## config.mk

```make
export PLATFORM = sky130hd
export DESIGN_NAME = aeu_top
export DESIGN_NICKNAME = d
export VERILOG_FILES = /design/src/inc/aeu_pkg.sv /design/src/inc/aeu_dec_if.sv /design/src/design/aeu_mode_dec.sv /design/src/design/aeu_top.sv
export SDC_FILE = /design/constraint.sdc
export NUM_CORES = 1
export LEC_CHECK = 0
export ABC_AREA = 0
export BUFFER_PORTS_ARGS = -buffer_cell sky130_fd_sc_hd__buf_2
export CAP_MARGIN = 5
export CELL_PAD_IN_SITES_DETAIL_PLACEMENT = 1
export CELL_PAD_IN_SITES_GLOBAL_PLACEMENT = 2
export CORE_MARGIN = 2
export CORE_UTILIZATION = 41
export CTS_BUF_LIST = sky130_fd_sc_hd__clkbuf_4 sky130_fd_sc_hd__clkbuf_8
export DETAILED_ROUTE_END_ITERATION = 8
export PLACE_DENSITY = 0.9
export SYNTH_ARGS = -nofsm -noshare
export SYNTH_HDL_FRONTEND = slang
export SYNTH_SLANG_ARGS = --single-unit
```

## constraint.sdc

```tcl
create_clock -name CLK -period 11.1 [get_ports CLK]
set_input_delay 0.555 -clock CLK [delete_from_list [all_inputs] [get_ports CLK]]
set_output_delay 0.555 -clock CLK [all_outputs]
set_load 0.03 [all_outputs]
```

## src/inc/aeu_pkg.sv

```systemverilog
// Shared types, constants and helpers for the addressing-mode effective-address unit.
`default_nettype none
package aeu_pkg;
    // Address and data widths of the core.
    localparam int ADDR_W = 16;
    localparam int DATA_W = 8;
    // Byte counts that follow the opcode.
    localparam logic [1:0] LEN_0 = 2'h0;
    localparam logic [1:0] LEN_1 = 2'h1;
    localparam logic [1:0] LEN_2 = 2'h2;
    // High byte of every page-zero address.
    localparam logic [7:0] PAGE0_HI = 8'h00;
    // Address step between consecutive bytes.
    localparam logic [15:0] STEP_1 = 16'h0001;
    // Highest address a byte plus an index can reach.
    localparam logic [15:0] SHORT_IDX_TOP = 16'h01fe;
    // Width of the sign extension of a relative offset.
    localparam int REL_EXT_W = 8;

    // Addressing modes, in port code order; code 4'hf is illegal.
    typedef enum logic [3:0] {
        M_INHERENT, M_IMMEDIATE, M_DIR_SHORT, M_DIR_LONG,
        M_IDX_NONE, M_IDX_SHORT, M_IDX_LONG, M_IND_SHORT,
        M_IND_LONG, M_INDIDX_SHORT, M_INDIDX_LONG, M_REL_DIRECT,
        M_REL_INDIRECT, M_BIT_DIRECT, M_BIT_INDIRECT
    } aeu_mode_t;

    // Inherent operations that the unit reports to the core.
    typedef enum logic [2:0] {
        INH_OTHER, INH_WAIT_FOR_INTERRUPT_OP, INH_HALT_OP,
        INH_SET_INTERRUPT_MASK_OP, INH_CLEAR_INTERRUPT_MASK_OP,
        INH_STACK_POINTER_RESET_OP
    } aeu_inh_t;

    // Where the effective address comes from.
    typedef enum logic [1:0] {
        SRC_NONE, SRC_INSTR, SRC_POINTER, SRC_PC_REL
    } aeu_src_t;

    // Sequencer states.
    typedef enum logic [1:0] {S_IDLE, S_FETCH, S_PTR, S_CALC} aeu_state_t;

    // Complete state of the unit.
    typedef struct packed {
        aeu_state_t             state;
        logic                   busy;
        logic                   done;
        logic                   mem_req;
        logic [ADDR_W-1:0]      mem_addr;
        logic [ADDR_W-1:0]      pc;
        aeu_mode_t              mode;
        logic [DATA_W-1:0]      idx;
        aeu_inh_t               inh;
        logic [1:0]             cnt;
        logic [1:0]             ptr_n;
        logic [1:0][DATA_W-1:0] opb;
        logic [1:0][DATA_W-1:0] ptb;
        logic [ADDR_W-1:0]      ea;
        logic [DATA_W-1:0]      operand;
        logic [1:0]             nbytes;
        aeu_src_t               src;
        logic [ADDR_W-1:0]      next_pc;
        logic                   bad;
        logic                   wait_req;
        logic                   halt_req;
        logic                   mask_set;
        logic                   mask_clr;
        logic                   sp_reset;
    } aeu_regs_t;

    // Unsigned sum of a base address and an index byte.
    function automatic logic [ADDR_W-1:0] aeu_idx_add(
        input logic [ADDR_W-1:0] base,
        input logic [DATA_W-1:0] idx
    );
        return base + {PAGE0_HI, idx};
    endfunction

    // Program counter plus a signed 8-bit offset.
    function automatic logic [ADDR_W-1:0] aeu_rel(
        input logic [ADDR_W-1:0] pc,
        input logic [DATA_W-1:0] off
    );
        return pc + {{REL_EXT_W{off[DATA_W-1]}}, off};
    endfunction
endpackage
`default_nettype wire

```

## src/inc/aeu_dec_if.sv

```systemverilog
// Interface between the sequencer and the addressing-mode decoder.
`timescale 1ns/1ns
`default_nettype none
interface aeu_dec_if import aeu_pkg::*; ();
    aeu_mode_t  mode;      // Mode to decode.
    logic       rmw;       // Memory-to-memory read-modify-write operation.
    logic [1:0] nbytes;    // Bytes after the opcode.
    logic [1:0] ptr_bytes; // Bytes of the pointer read from page zero.
    aeu_src_t   src;       // Source of the effective address.
    logic       illegal;   // Mode cannot be used.

    // Decoder side.
    modport dec (input mode, input rmw, output nbytes, output ptr_bytes,
                 output src, output illegal);
    // Sequencer side.
    modport core (output mode, output rmw, input nbytes, input ptr_bytes,
                  input src, input illegal);
endinterface
`default_nettype wire

```

## src/design/aeu_mode_dec.sv

```systemverilog
// Decoder of byte counts and address source for each addressing mode.
`timescale 1ns/1ns
`default_nettype none
module aeu_mode_dec
    import aeu_pkg::*;
(
    // Decode request and answer.
    aeu_dec_if.dec d
);

    // Look up lengths per mode; long forms are refused for memory-to-memory work.
    always_comb
    begin
        d.nbytes    = LEN_0;
        d.ptr_bytes = LEN_0;
        d.src       = SRC_NONE;
        d.illegal   = 1'b0;
        unique case (d.mode)
            // Opcode alone; nothing follows.
            M_INHERENT: d.src = SRC_NONE;
            // One operand value byte.
            M_IMMEDIATE:
            begin
                d.nbytes = LEN_1;
                d.src    = SRC_INSTR;
            end
            // One page-zero address or short offset byte.
            M_DIR_SHORT, M_IDX_SHORT, M_BIT_DIRECT:
            begin
                d.nbytes = LEN_1;
                d.src    = SRC_INSTR;
            end
            // Two address or offset bytes; refused for memory-to-memory work.
            M_DIR_LONG, M_IDX_LONG:
            begin
                d.nbytes  = LEN_2;
                d.src     = SRC_INSTR;
                d.illegal = d.rmw;
            end
            // Index register alone.
            M_IDX_NONE: d.src = SRC_INSTR;
            // Pointer address byte, byte-wide pointer.
            M_IND_SHORT, M_INDIDX_SHORT, M_BIT_INDIRECT:
            begin
                d.nbytes    = LEN_1;
                d.ptr_bytes = LEN_1;
                d.src       = SRC_POINTER;
            end
            // Pointer address byte, word-wide pointer.
            M_IND_LONG, M_INDIDX_LONG:
            begin
                d.nbytes    = LEN_1;
                d.ptr_bytes = LEN_2;
                d.src       = SRC_POINTER;
                d.illegal   = d.rmw;
            end
            // Offset byte follows the opcode.
            M_REL_DIRECT:
            begin
                d.nbytes = LEN_1;
                d.src    = SRC_PC_REL;
            end
            // Offset byte lies in page zero at the address that follows.
            M_REL_INDIRECT:
            begin
                d.nbytes    = LEN_1;
                d.ptr_bytes = LEN_1;
                d.src       = SRC_PC_REL;
            end
            // Unused code.
            default: d.illegal = 1'b1;
        endcase
        // A refused mode fetches nothing.
        if (d.illegal)
        begin
            d.nbytes    = LEN_0;
            d.ptr_bytes = LEN_0;
            d.src       = SRC_NONE;
        end
    end

endmodule
`default_nettype wire

```

## src/design/aeu_top.sv

```systemverilog
// Effective-address and instruction-length unit of the 8-bit core.
// Functional notes
// - Inherent instruction is one byte, no fetch.
// - Immediate takes operand from following byte.
// - Short direct uses one page-zero address byte.
// - Long direct takes two address bytes.
// - Indexed address is unsigned index plus offset.
// - No-offset indexed fetches nothing, uses index.
// - Short indexed adds byte offset, up to 1FE.
// - Long indexed adds index to word offset.
// - Indirect reads pointer from page zero.
// - Short indirect: byte pointer, one byte after.
// - Long indirect: word pointer, one byte after.
// - Short forms stay within page zero, except indexed ones (up to 1FE).
// - Long forms reach whole space, more bytes.
// - Memory-to-memory operations refuse long forms.
// - Relative target counts from next instruction.
// - Inherent set has wait and halt operations.
// - Relative adds signed byte, direct or indirect.
// - Short indirect indexed adds index to pointer.
`timescale 1ns/1ns
`default_nettype none
module aeu_top
    import aeu_pkg::*;
(
    // Clock and reset.
    input  wire logic              CLK,
    input  wire logic              RSTN,
    // Instruction request from the fetch unit.
    input  wire logic              START,
    input  wire logic [3:0]        MODE,
    input  wire logic [2:0]        INH_OP,
    input  wire logic              IDX_SEL,
    input  wire logic              RMW,
    input  wire logic [ADDR_W-1:0] OPC_ADDR,
    input  wire logic [DATA_W-1:0] IDX_X,
    input  wire logic [DATA_W-1:0] IDX_Y,
    // Memory read port.
    output var  logic              MEM_REQ,
    output var  logic [ADDR_W-1:0] MEM_ADDR,
    input  wire logic [DATA_W-1:0] MEM_RDATA,
    input  wire logic              MEM_ACK,
    // Result of the decode.
    output var  logic              BUSY,
    output var  logic              DONE,
    output var  logic [ADDR_W-1:0] EA,
    output var  logic [DATA_W-1:0] OPERAND,
    output var  logic [1:0]        OPND_BYTES,
    output var  logic [1:0]        EA_SRC,
    output var  logic [ADDR_W-1:0] NEXT_PC,
    output var  logic              BAD_MODE,
    // Inherent operation strobes.
    output var  logic              WAIT_REQ,
    output var  logic              HALT_REQ,
    output var  logic              MASK_SET,
    output var  logic              MASK_CLR,
    output var  logic              SP_RESET
);

    aeu_regs_t         r_r;       // Registered state.
    aeu_regs_t         r_nxt;     // Next state.
    aeu_dec_if         dec_if (); // Link to the mode decoder.
    logic              take;      // A request is accepted this cycle.
    logic [ADDR_W-1:0] op_word;   // Two instruction bytes as a word.
    logic [ADDR_W-1:0] ptr_word;  // Two pointer bytes as a word.

    // Mode decoder.
    aeu_mode_dec u_dec (
        .d (dec_if)
    );

    // The decoder looks at the incoming mode while idle, else the held one.
    always_comb
    begin
        dec_if.mode = (r_r.state == S_IDLE) ? aeu_mode_t'(MODE) : r_r.mode;
        dec_if.rmw  = RMW;
    end

    // Request acceptance and word assembly, high byte at the lower address.
    assign take     = START && (r_r.state == S_IDLE);
    assign op_word  = {r_r.opb[0], r_r.opb[1]};
    assign ptr_word = {r_r.ptb[0], r_r.ptb[1]};

    // Sequencer: fetch operand bytes, then pointer bytes, then form the address.
    always_comb
    begin
        r_nxt          = r_r;
        r_nxt.done     = 1'b0;
        r_nxt.wait_req = 1'b0;
        r_nxt.halt_req = 1'b0;
        r_nxt.mask_set = 1'b0;
        r_nxt.mask_clr = 1'b0;
        r_nxt.sp_reset = 1'b0;
        unique case (r_r.state)
            // Wait for a request and latch everything it carries.
            S_IDLE:
            begin
                if (START)
                begin
                    r_nxt.busy    = 1'b1;
                    r_nxt.pc      = OPC_ADDR;
                    r_nxt.mode    = aeu_mode_t'(MODE);
                    r_nxt.inh     = aeu_inh_t'(INH_OP);
                    r_nxt.idx     = IDX_SEL ? IDX_Y : IDX_X;
                    r_nxt.cnt     = LEN_0;
                    r_nxt.opb     = '0;
                    r_nxt.ptb     = '0;
                    r_nxt.nbytes  = dec_if.nbytes;
                    r_nxt.ptr_n   = dec_if.ptr_bytes;
                    r_nxt.src     = dec_if.src;
                    r_nxt.bad     = dec_if.illegal;
                    r_nxt.next_pc = OPC_ADDR + STEP_1 + {14'h0000, dec_if.nbytes};
                    if (dec_if.nbytes == LEN_0)
                    begin
                        // Nothing to fetch: form the address at once.
                        r_nxt.state = S_CALC;
                    end
                    else
                    begin
                        // First byte after the opcode.
                        r_nxt.state    = S_FETCH;
                        r_nxt.mem_req  = 1'b1;
                        r_nxt.mem_addr = OPC_ADDR + STEP_1;
                    end
                end
            end
            // Read the bytes that follow the opcode.
            S_FETCH:
            begin
                if (MEM_ACK)
                begin
                    r_nxt.opb[r_r.cnt[0]] = MEM_RDATA;
                    r_nxt.cnt             = 2'(r_r.cnt + LEN_1);
                    if (2'(r_r.cnt + LEN_1) == r_r.nbytes)
                    begin
                        if (r_r.ptr_n != LEN_0)
                        begin
                            // The byte just read addresses a page-zero pointer.
                            r_nxt.state    = S_PTR;
                            r_nxt.cnt      = LEN_0;
                            r_nxt.mem_addr = {PAGE0_HI, MEM_RDATA};
                        end
                        else
                        begin
                            // All bytes are in.
                            r_nxt.state   = S_CALC;
                            r_nxt.mem_req = 1'b0;
                        end
                    end
                    else
                    begin
                        // Next byte sits at the next address.
                        r_nxt.mem_addr = r_r.mem_addr + STEP_1;
                    end
                end
            end
            // Read the pointer, one byte or a high/low word.
            S_PTR:
            begin
                if (MEM_ACK)
                begin
                    r_nxt.ptb[r_r.cnt[0]] = MEM_RDATA;
                    r_nxt.cnt             = 2'(r_r.cnt + LEN_1);
                    if (2'(r_r.cnt + LEN_1) == r_r.ptr_n)
                    begin
                        r_nxt.state   = S_CALC;
                        r_nxt.mem_req = 1'b0;
                    end
                    else
                    begin
                        // Low byte of a word pointer follows the high byte.
                        r_nxt.mem_addr = r_r.mem_addr + STEP_1;
                    end
                end
            end
            // Form the address, report it, and return to idle.
            S_CALC:
            begin
                r_nxt.state   = S_IDLE;
                r_nxt.busy    = 1'b0;
                r_nxt.done    = 1'b1;
                r_nxt.operand = r_r.opb[0];
                unique case (r_r.mode)
                    // Operand is the byte after the opcode.
                    M_IMMEDIATE: r_nxt.ea = r_r.pc + STEP_1;
                    // Page-zero address in one byte.
                    M_DIR_SHORT, M_BIT_DIRECT: r_nxt.ea = {PAGE0_HI, r_r.opb[0]};
                    // Full address in two bytes.
                    M_DIR_LONG: r_nxt.ea = op_word;
                    // Index register alone.
                    M_IDX_NONE: r_nxt.ea = {PAGE0_HI, r_r.idx};
                    // Byte offset plus index, carry kept into bit 8.
                    M_IDX_SHORT: r_nxt.ea = aeu_idx_add({PAGE0_HI, r_r.opb[0]}, r_r.idx);
                    // Word offset plus index.
                    M_IDX_LONG: r_nxt.ea = aeu_idx_add(op_word, r_r.idx);
                    // Byte pointer from page zero.
                    M_IND_SHORT, M_BIT_INDIRECT: r_nxt.ea = {PAGE0_HI, r_r.ptb[0]};
                    // Word pointer from page zero.
                    M_IND_LONG: r_nxt.ea = ptr_word;
                    // Byte pointer plus index.
                    M_INDIDX_SHORT: r_nxt.ea = aeu_idx_add({PAGE0_HI, r_r.ptb[0]}, r_r.idx);
                    // Word pointer plus index.
                    M_INDIDX_LONG: r_nxt.ea = aeu_idx_add(ptr_word, r_r.idx);
                    // Signed offset from the next instruction.
                    M_REL_DIRECT: r_nxt.ea = aeu_rel(r_r.next_pc, r_r.opb[0]);
                    // Signed offset read through the pointer.
                    M_REL_INDIRECT: r_nxt.ea = aeu_rel(r_r.next_pc, r_r.ptb[0]);
                    // Inherent and illegal codes carry no address.
                    default: r_nxt.ea = '0;
                endcase
                if (r_r.bad)
                begin
                    // A refused mode reports a zero address.
                    r_nxt.ea = '0;
                end
                if (r_r.mode == M_INHERENT)
                begin
                    // Strobe the inherent operations the core acts on.
                    r_nxt.wait_req = (r_r.inh == INH_WAIT_FOR_INTERRUPT_OP);
                    r_nxt.halt_req = (r_r.inh == INH_HALT_OP);
                    r_nxt.mask_set = (r_r.inh == INH_SET_INTERRUPT_MASK_OP);
                    r_nxt.mask_clr = (r_r.inh == INH_CLEAR_INTERRUPT_MASK_OP);
                    r_nxt.sp_reset = (r_r.inh == INH_STACK_POINTER_RESET_OP);
                end
            end
        endcase
    end

    // State register; reset puts every field at zero and the sequencer idle.
    always_ff @(posedge CLK or negedge RSTN)
    begin
        if (!RSTN)
        begin
            r_r <= '0;
        end
        else
        begin
            r_r <= r_nxt;
        end
    end

    // Outputs come straight from the state register.
    assign MEM_REQ    = r_r.mem_req;
    assign MEM_ADDR   = r_r.mem_addr;
    assign BUSY       = r_r.busy;
    assign DONE       = r_r.done;
    assign EA         = r_r.ea;
    assign OPERAND    = r_r.operand;
    assign OPND_BYTES = r_r.nbytes;
    assign EA_SRC     = r_r.src;
    assign NEXT_PC    = r_r.next_pc;
    assign BAD_MODE   = r_r.bad;
    assign WAIT_REQ   = r_r.wait_req;
    assign HALT_REQ   = r_r.halt_req;
    assign MASK_SET   = r_r.mask_set;
    assign MASK_CLR   = r_r.mask_clr;
    assign SP_RESET   = r_r.sp_reset;

    // An inherent request finishes two cycles on without touching memory.
    a_inh_no_fetch: assert property (
        @(posedge CLK) disable iff (!RSTN)
        take && (MODE == M_INHERENT) |-> !MEM_REQ ##1 !MEM_REQ ##1 (DONE && OPND_BYTES == LEN_0))
        else $error("inherent request fetched bytes or finished late");

    // Immediate operand sits right after the opcode.
    a_imm_operand: assert property (
        @(posedge CLK) disable iff (!RSTN)
        take && (MODE == M_IMMEDIATE) |=> MEM_REQ && (MEM_ADDR == $past(OPC_ADDR) + STEP_1))
        else $error("immediate operand not fetched from the next address");

    // Short direct results stay in page zero.
    a_short_page0: assert property (
        @(posedge CLK) disable iff (!RSTN)
        DONE && (r_r.mode == M_DIR_SHORT) |-> (EA[15:8] == PAGE0_HI) && (OPND_BYTES == LEN_1))
        else $error("short direct address left page zero");

    // Long direct and long indexed forms, when not refused, report two bytes after the opcode.
    a_long_two_bytes: assert property (
        @(posedge CLK) disable iff (!RSTN)
        DONE && !BAD_MODE && (r_r.mode inside {M_DIR_LONG, M_IDX_LONG}) |-> OPND_BYTES == LEN_2)
        else $error("long form length not two bytes");

    // Short indexed sum never passes the top of its range.
    a_idx_short_rng: assert property (
        @(posedge CLK) disable iff (!RSTN)
        DONE && (r_r.mode inside {M_IDX_SHORT, M_INDIDX_SHORT}) |-> EA <= SHORT_IDX_TOP)
        else $error("short indexed address out of range");

    // Memory-to-memory work in a long form is refused without a fetch.
    a_rmw_long_bad: assert property (
        @(posedge CLK) disable iff (!RSTN)
        take && RMW && (MODE inside {M_DIR_LONG, M_IDX_LONG, M_IND_LONG, M_INDIDX_LONG})
        |=> !MEM_REQ ##1 (DONE && BAD_MODE))
        else $error("long form accepted for memory-to-memory work");

    // The first pointer read lands in page zero.
    a_ptr_page0: assert property (
        @(posedge CLK) disable iff (!RSTN)
        (r_r.state == S_FETCH) && MEM_ACK && (r_r.ptr_n != LEN_0)
        |=> MEM_REQ && (MEM_ADDR[15:8] == PAGE0_HI) && (MEM_ADDR[7:0] == $past(MEM_RDATA)))
        else $error("pointer not read from page zero");

    // The low byte of an operand word is read one address above the high byte.
    a_word_order: assert property (
        @(posedge CLK) disable iff (!RSTN)
        MEM_REQ && MEM_ACK && (r_r.state == S_FETCH) && (r_r.cnt == LEN_0)
        && (r_r.nbytes == LEN_2) |=> MEM_REQ && (MEM_ADDR == $past(MEM_ADDR) + STEP_1))
        else $error("second byte of a word not at the next address");

    // Relative target is the next instruction plus the signed offset.
    a_rel_target: assert property (
        @(posedge CLK) disable iff (!RSTN)
        DONE && (r_r.mode == M_REL_DIRECT)
        |-> (EA == NEXT_PC + {{REL_EXT_W{OPERAND[7]}}, OPERAND})
            && (NEXT_PC == r_r.pc + STEP_1 + STEP_1))
        else $error("relative target wrong");

    // Halt strobe comes with the end of an inherent halt.
    a_halt_strobe: assert property (
        @(posedge CLK) disable iff (!RSTN)
        take && (MODE == M_INHERENT) && (INH_OP == INH_HALT_OP) |-> ##2 (HALT_REQ && DONE))
        else $error("halt operation not strobed");

endmodule
`default_nettype wire

```

==> out/metrics.cfg <==
[power]
p_per_area_nw_per_um2 = 298
switchingPower_mw = 1.75
switching_share = 0.521
power.internal_mw = 1.61
power_leakage_nw = 5.05
p_comb_frac = 0.570
vdd_drop_max_uv = 157
clock_power_share = 0.131
seqPwrFrac = 0.299
total_power_mw = 3.35

[setup_path]
endpoint_kind = flop
crit_type = flop to flop
worstPathArrival_ns = 4.69
cp_slowest_stage_delay_ns = 0.55
critical_path.most_common_cell = nor2_1
cp_max_fo = 18
slowest_stage = dfrtp_1
r2r_end = EA[6]
path_cells = buf_4, inv_1, nand2_1, nor2_1, mux2_2, ha_1, fa_1, a211oi_1, nor2_1, o21ai_0, nor2b_1, xnor2_1, a221oi_1, o2bb2ai_1
startpoint_type = flop
ff2ff_path_depth = 14
required_ns = 11.44
r2r-start = r_r[99]
worst-r2r-setup-slack_ns = 6.75

[layout]
fillers = 2916
nets = 1264
drive_gt1_frac = 0.205
seqCellArea_um2 = 3450
syn_to_final_growth_pct = 7.24
insertedDiodeCount = 0
multi_input_area_um2 = 6200

[timing]
hold_violations = 0
tns_ns = 0
max-slew-margin-rel = 0.304
finClkSkew_ns = 0.0157
max_freq_mhz = 230
min_period_over_period = 0.392
fin_ws_ns = 6.75
slew_viol_final = 0
finalSetupViolCount = 0
worst_pin_slew_ns = 1.01
rsz0062_at_grt = false
finalCriticalPeriod_ns = 4.35

[clock_tree]
worstSkewPairLatency_ns = 0.48
cts.repair.resized = 0
root_buffer = clkbuf_8
cts_max_path_buffers = 2
clkSinkCount = 138
path_clk_slew_ns = 0.10
cts_buffers = 17
htreeDepth = 4
ctsHoldBuffers = 0
cts_tree = yes
post_cts_buffers = 0

[logic_synthesis]
synthTopCellsByCount = dfrtp_1 (138), nand2_1 (99), o21ai_0 (71)
yosysMostFrequentCell = dfrtp_1
synth.largest_area_cell = dfrtp_1
yosys_register_bits = 138
synth.area.top_cells = dfrtp_1 (33%), mux2_2 (6.2%), ha_1 (5.5%)
syn_area_per_cell_um2 = 9.24
synthCells = 1136
synth_nets = 1239
yosys_warnings = 0
synth_ff_type = dfrtp_1
synth.top_cell.area_share = 0.329
seq_area_frac_synth = 0.329
async_reset_ff_frac = 1.00
netlist_area_um2 = 10500
synth_edf_count = 0
yosysUniqueCellTypes = 84

[run_status]
status = complete, no violations

[drt]
postRouteAntennaNets = 0
first_pass_iters = 5
drc_errors = 0
drt_wl_total_um = 33700
viasPerCell = 6.06
drt-wirelength-per-cell_um = 22.4
vias = 9107
drt-initial-drc-count = 711

[place]
gp_congestion = 0.975
dp_hpwl_um = 25800
dp_slack_ns = 6.82
io_buffers = 121

[grt]
grt_usage = 0.258
grt_max_degree = 81
grt_pass1_wl_um = 52700
antenna_found_initial = 0
grt.overflow.total = 0
grt_pass1_vias = 9118

[min_path]
worstHoldPathType = primary input to async pin

[job]
drv_cap = 0

[floorplanning]
core_um2 = 25200
std_cell_rows = 58
die_area_um2 = 26900
die_w_um = 164
initial_core_util = 0.417
io_pins = 122
die_h_um = 164

-- worst max path at each step --
| stage | startpoint | cells after the start | end | slack, ns |
|---|---|---|---|---|
| 4_1_cts | r_r[136] | 14 | NEXT_PC[13] | 6.81 |
| 5_1_grt | r_r[99] | 14 | EA[6] | 6.40 |
| 2_1_floorplan | r_r[99] | 14 | EA[10] | 7.39 |
| 3_3_place_gp | r_r[136] | 14 | NEXT_PC[13] | 7.00 |
| 3_5_place_dp | r_r[136] | 14 | NEXT_PC[13] | 6.82 |
| 6_report | r_r[99] | 14 | EA[6] | 6.75 |
-- logic make-up after synthesis --
group	after synthesis	synth area share
muxes	85	0.0889
adders and majority gates	50	0.0625
xor gates and xnor gates	71	0.0593
and+or+nand+nor	313	0.153
buffers and inverters	153	0.0820
AOI/OAI and AO/OA	326	0.225
DFF	138	0.329
-- metrics by stage --
| step | instances | instance area (µm²) | util | hold WS, ns |
|---|---|---|---|---|
| CTS | 1504 | 11300 | 0.447 | 0.0408 |
| global placement | 1472 | 10800 | 0.431 | 0.463 |
| floorplan | 1136 | 10500 | - | 0.259 |
| finish | 1504 | 11300 | 0.447 | 0.0438 |
| detailed placement | 1472 | 10800 | 0.431 | 0.477 |
| global route | 1504 | 11300 | 0.447 | 0.0713 |
-- cells in the final DEF, fill, tap and decap left out, types with 29 or more instances in the layout --
master,synthesis,routed
a21oi_1,38,38
xnor2_1,41,41
buf_2,12,120
inv_1,29,29
a22o_1,52,52
nor2_1,59,59
o21ai_0,71,71
xor2_1,30,30
mux2_2,58,58
ha_1,46,46
dfrtp_1,138,138
nand2_1,99,98
-- power groups by stage --
stage / logic (mW) / registers (mW) / clock network, mW
CTS: 1.90 / 0.999 / 0.450
global route: 2.09 / 1.03 / 0.468
global placement: 1.85 / 0.999 / 0
detailed placement: 1.89 / 1.01 / 0
finish: 1.91 / 1.00 / 0.439
floorplan: 1.56 / 0.858 / 0
-- critical path: cells and delay by family (launching register included) --
family / cells / cell delay, ns
adder cells (fa/ha/maj): 2 / 0.68
flip-flops: 1 / 0.55
multiplexers: 1 / 0.41
XOR/XNOR: 1 / 0.09
AND/OR/NAND/NOR: 4 / 0.97
AO/OA/AOI/OAI: 4 / 0.98
buffers and inverters: 2 / 0.52
-- routing by layer --
metal,share of wire,global-route usage
met1,0.46,0.366
met2,0.45,0.396
met3,0.059,0.0495
met4,0.024,0.0817
met5,0,0
-- final cells by class --
| type | count | share of cell area |
|---|---|---|
| Inverter | 30 | 0.0100 |
| Multi-Input combinational cell | 845 | 0.551 |
| Tap cell | 330 | 0.0367 |
| Clock inverter | 15 | 0.0152 |
| Timing Repair Buffer | 129 | 0.0597 |
| Sequential cell | 138 | 0.307 |
| Clock buffer | 17 | 0.0208 |
-- registers in the layout, summed over array words and instances, names as in the netlist, 2 cells and up --
register	cells
r_r	37
OPERAND	8
OPND_BYTES	2
ptr_word	16
MEM_ADDR	16
EA	16
NEXT_PC	16
EA_SRC	2
op_word	16
(Power assumes the default switching activity.)
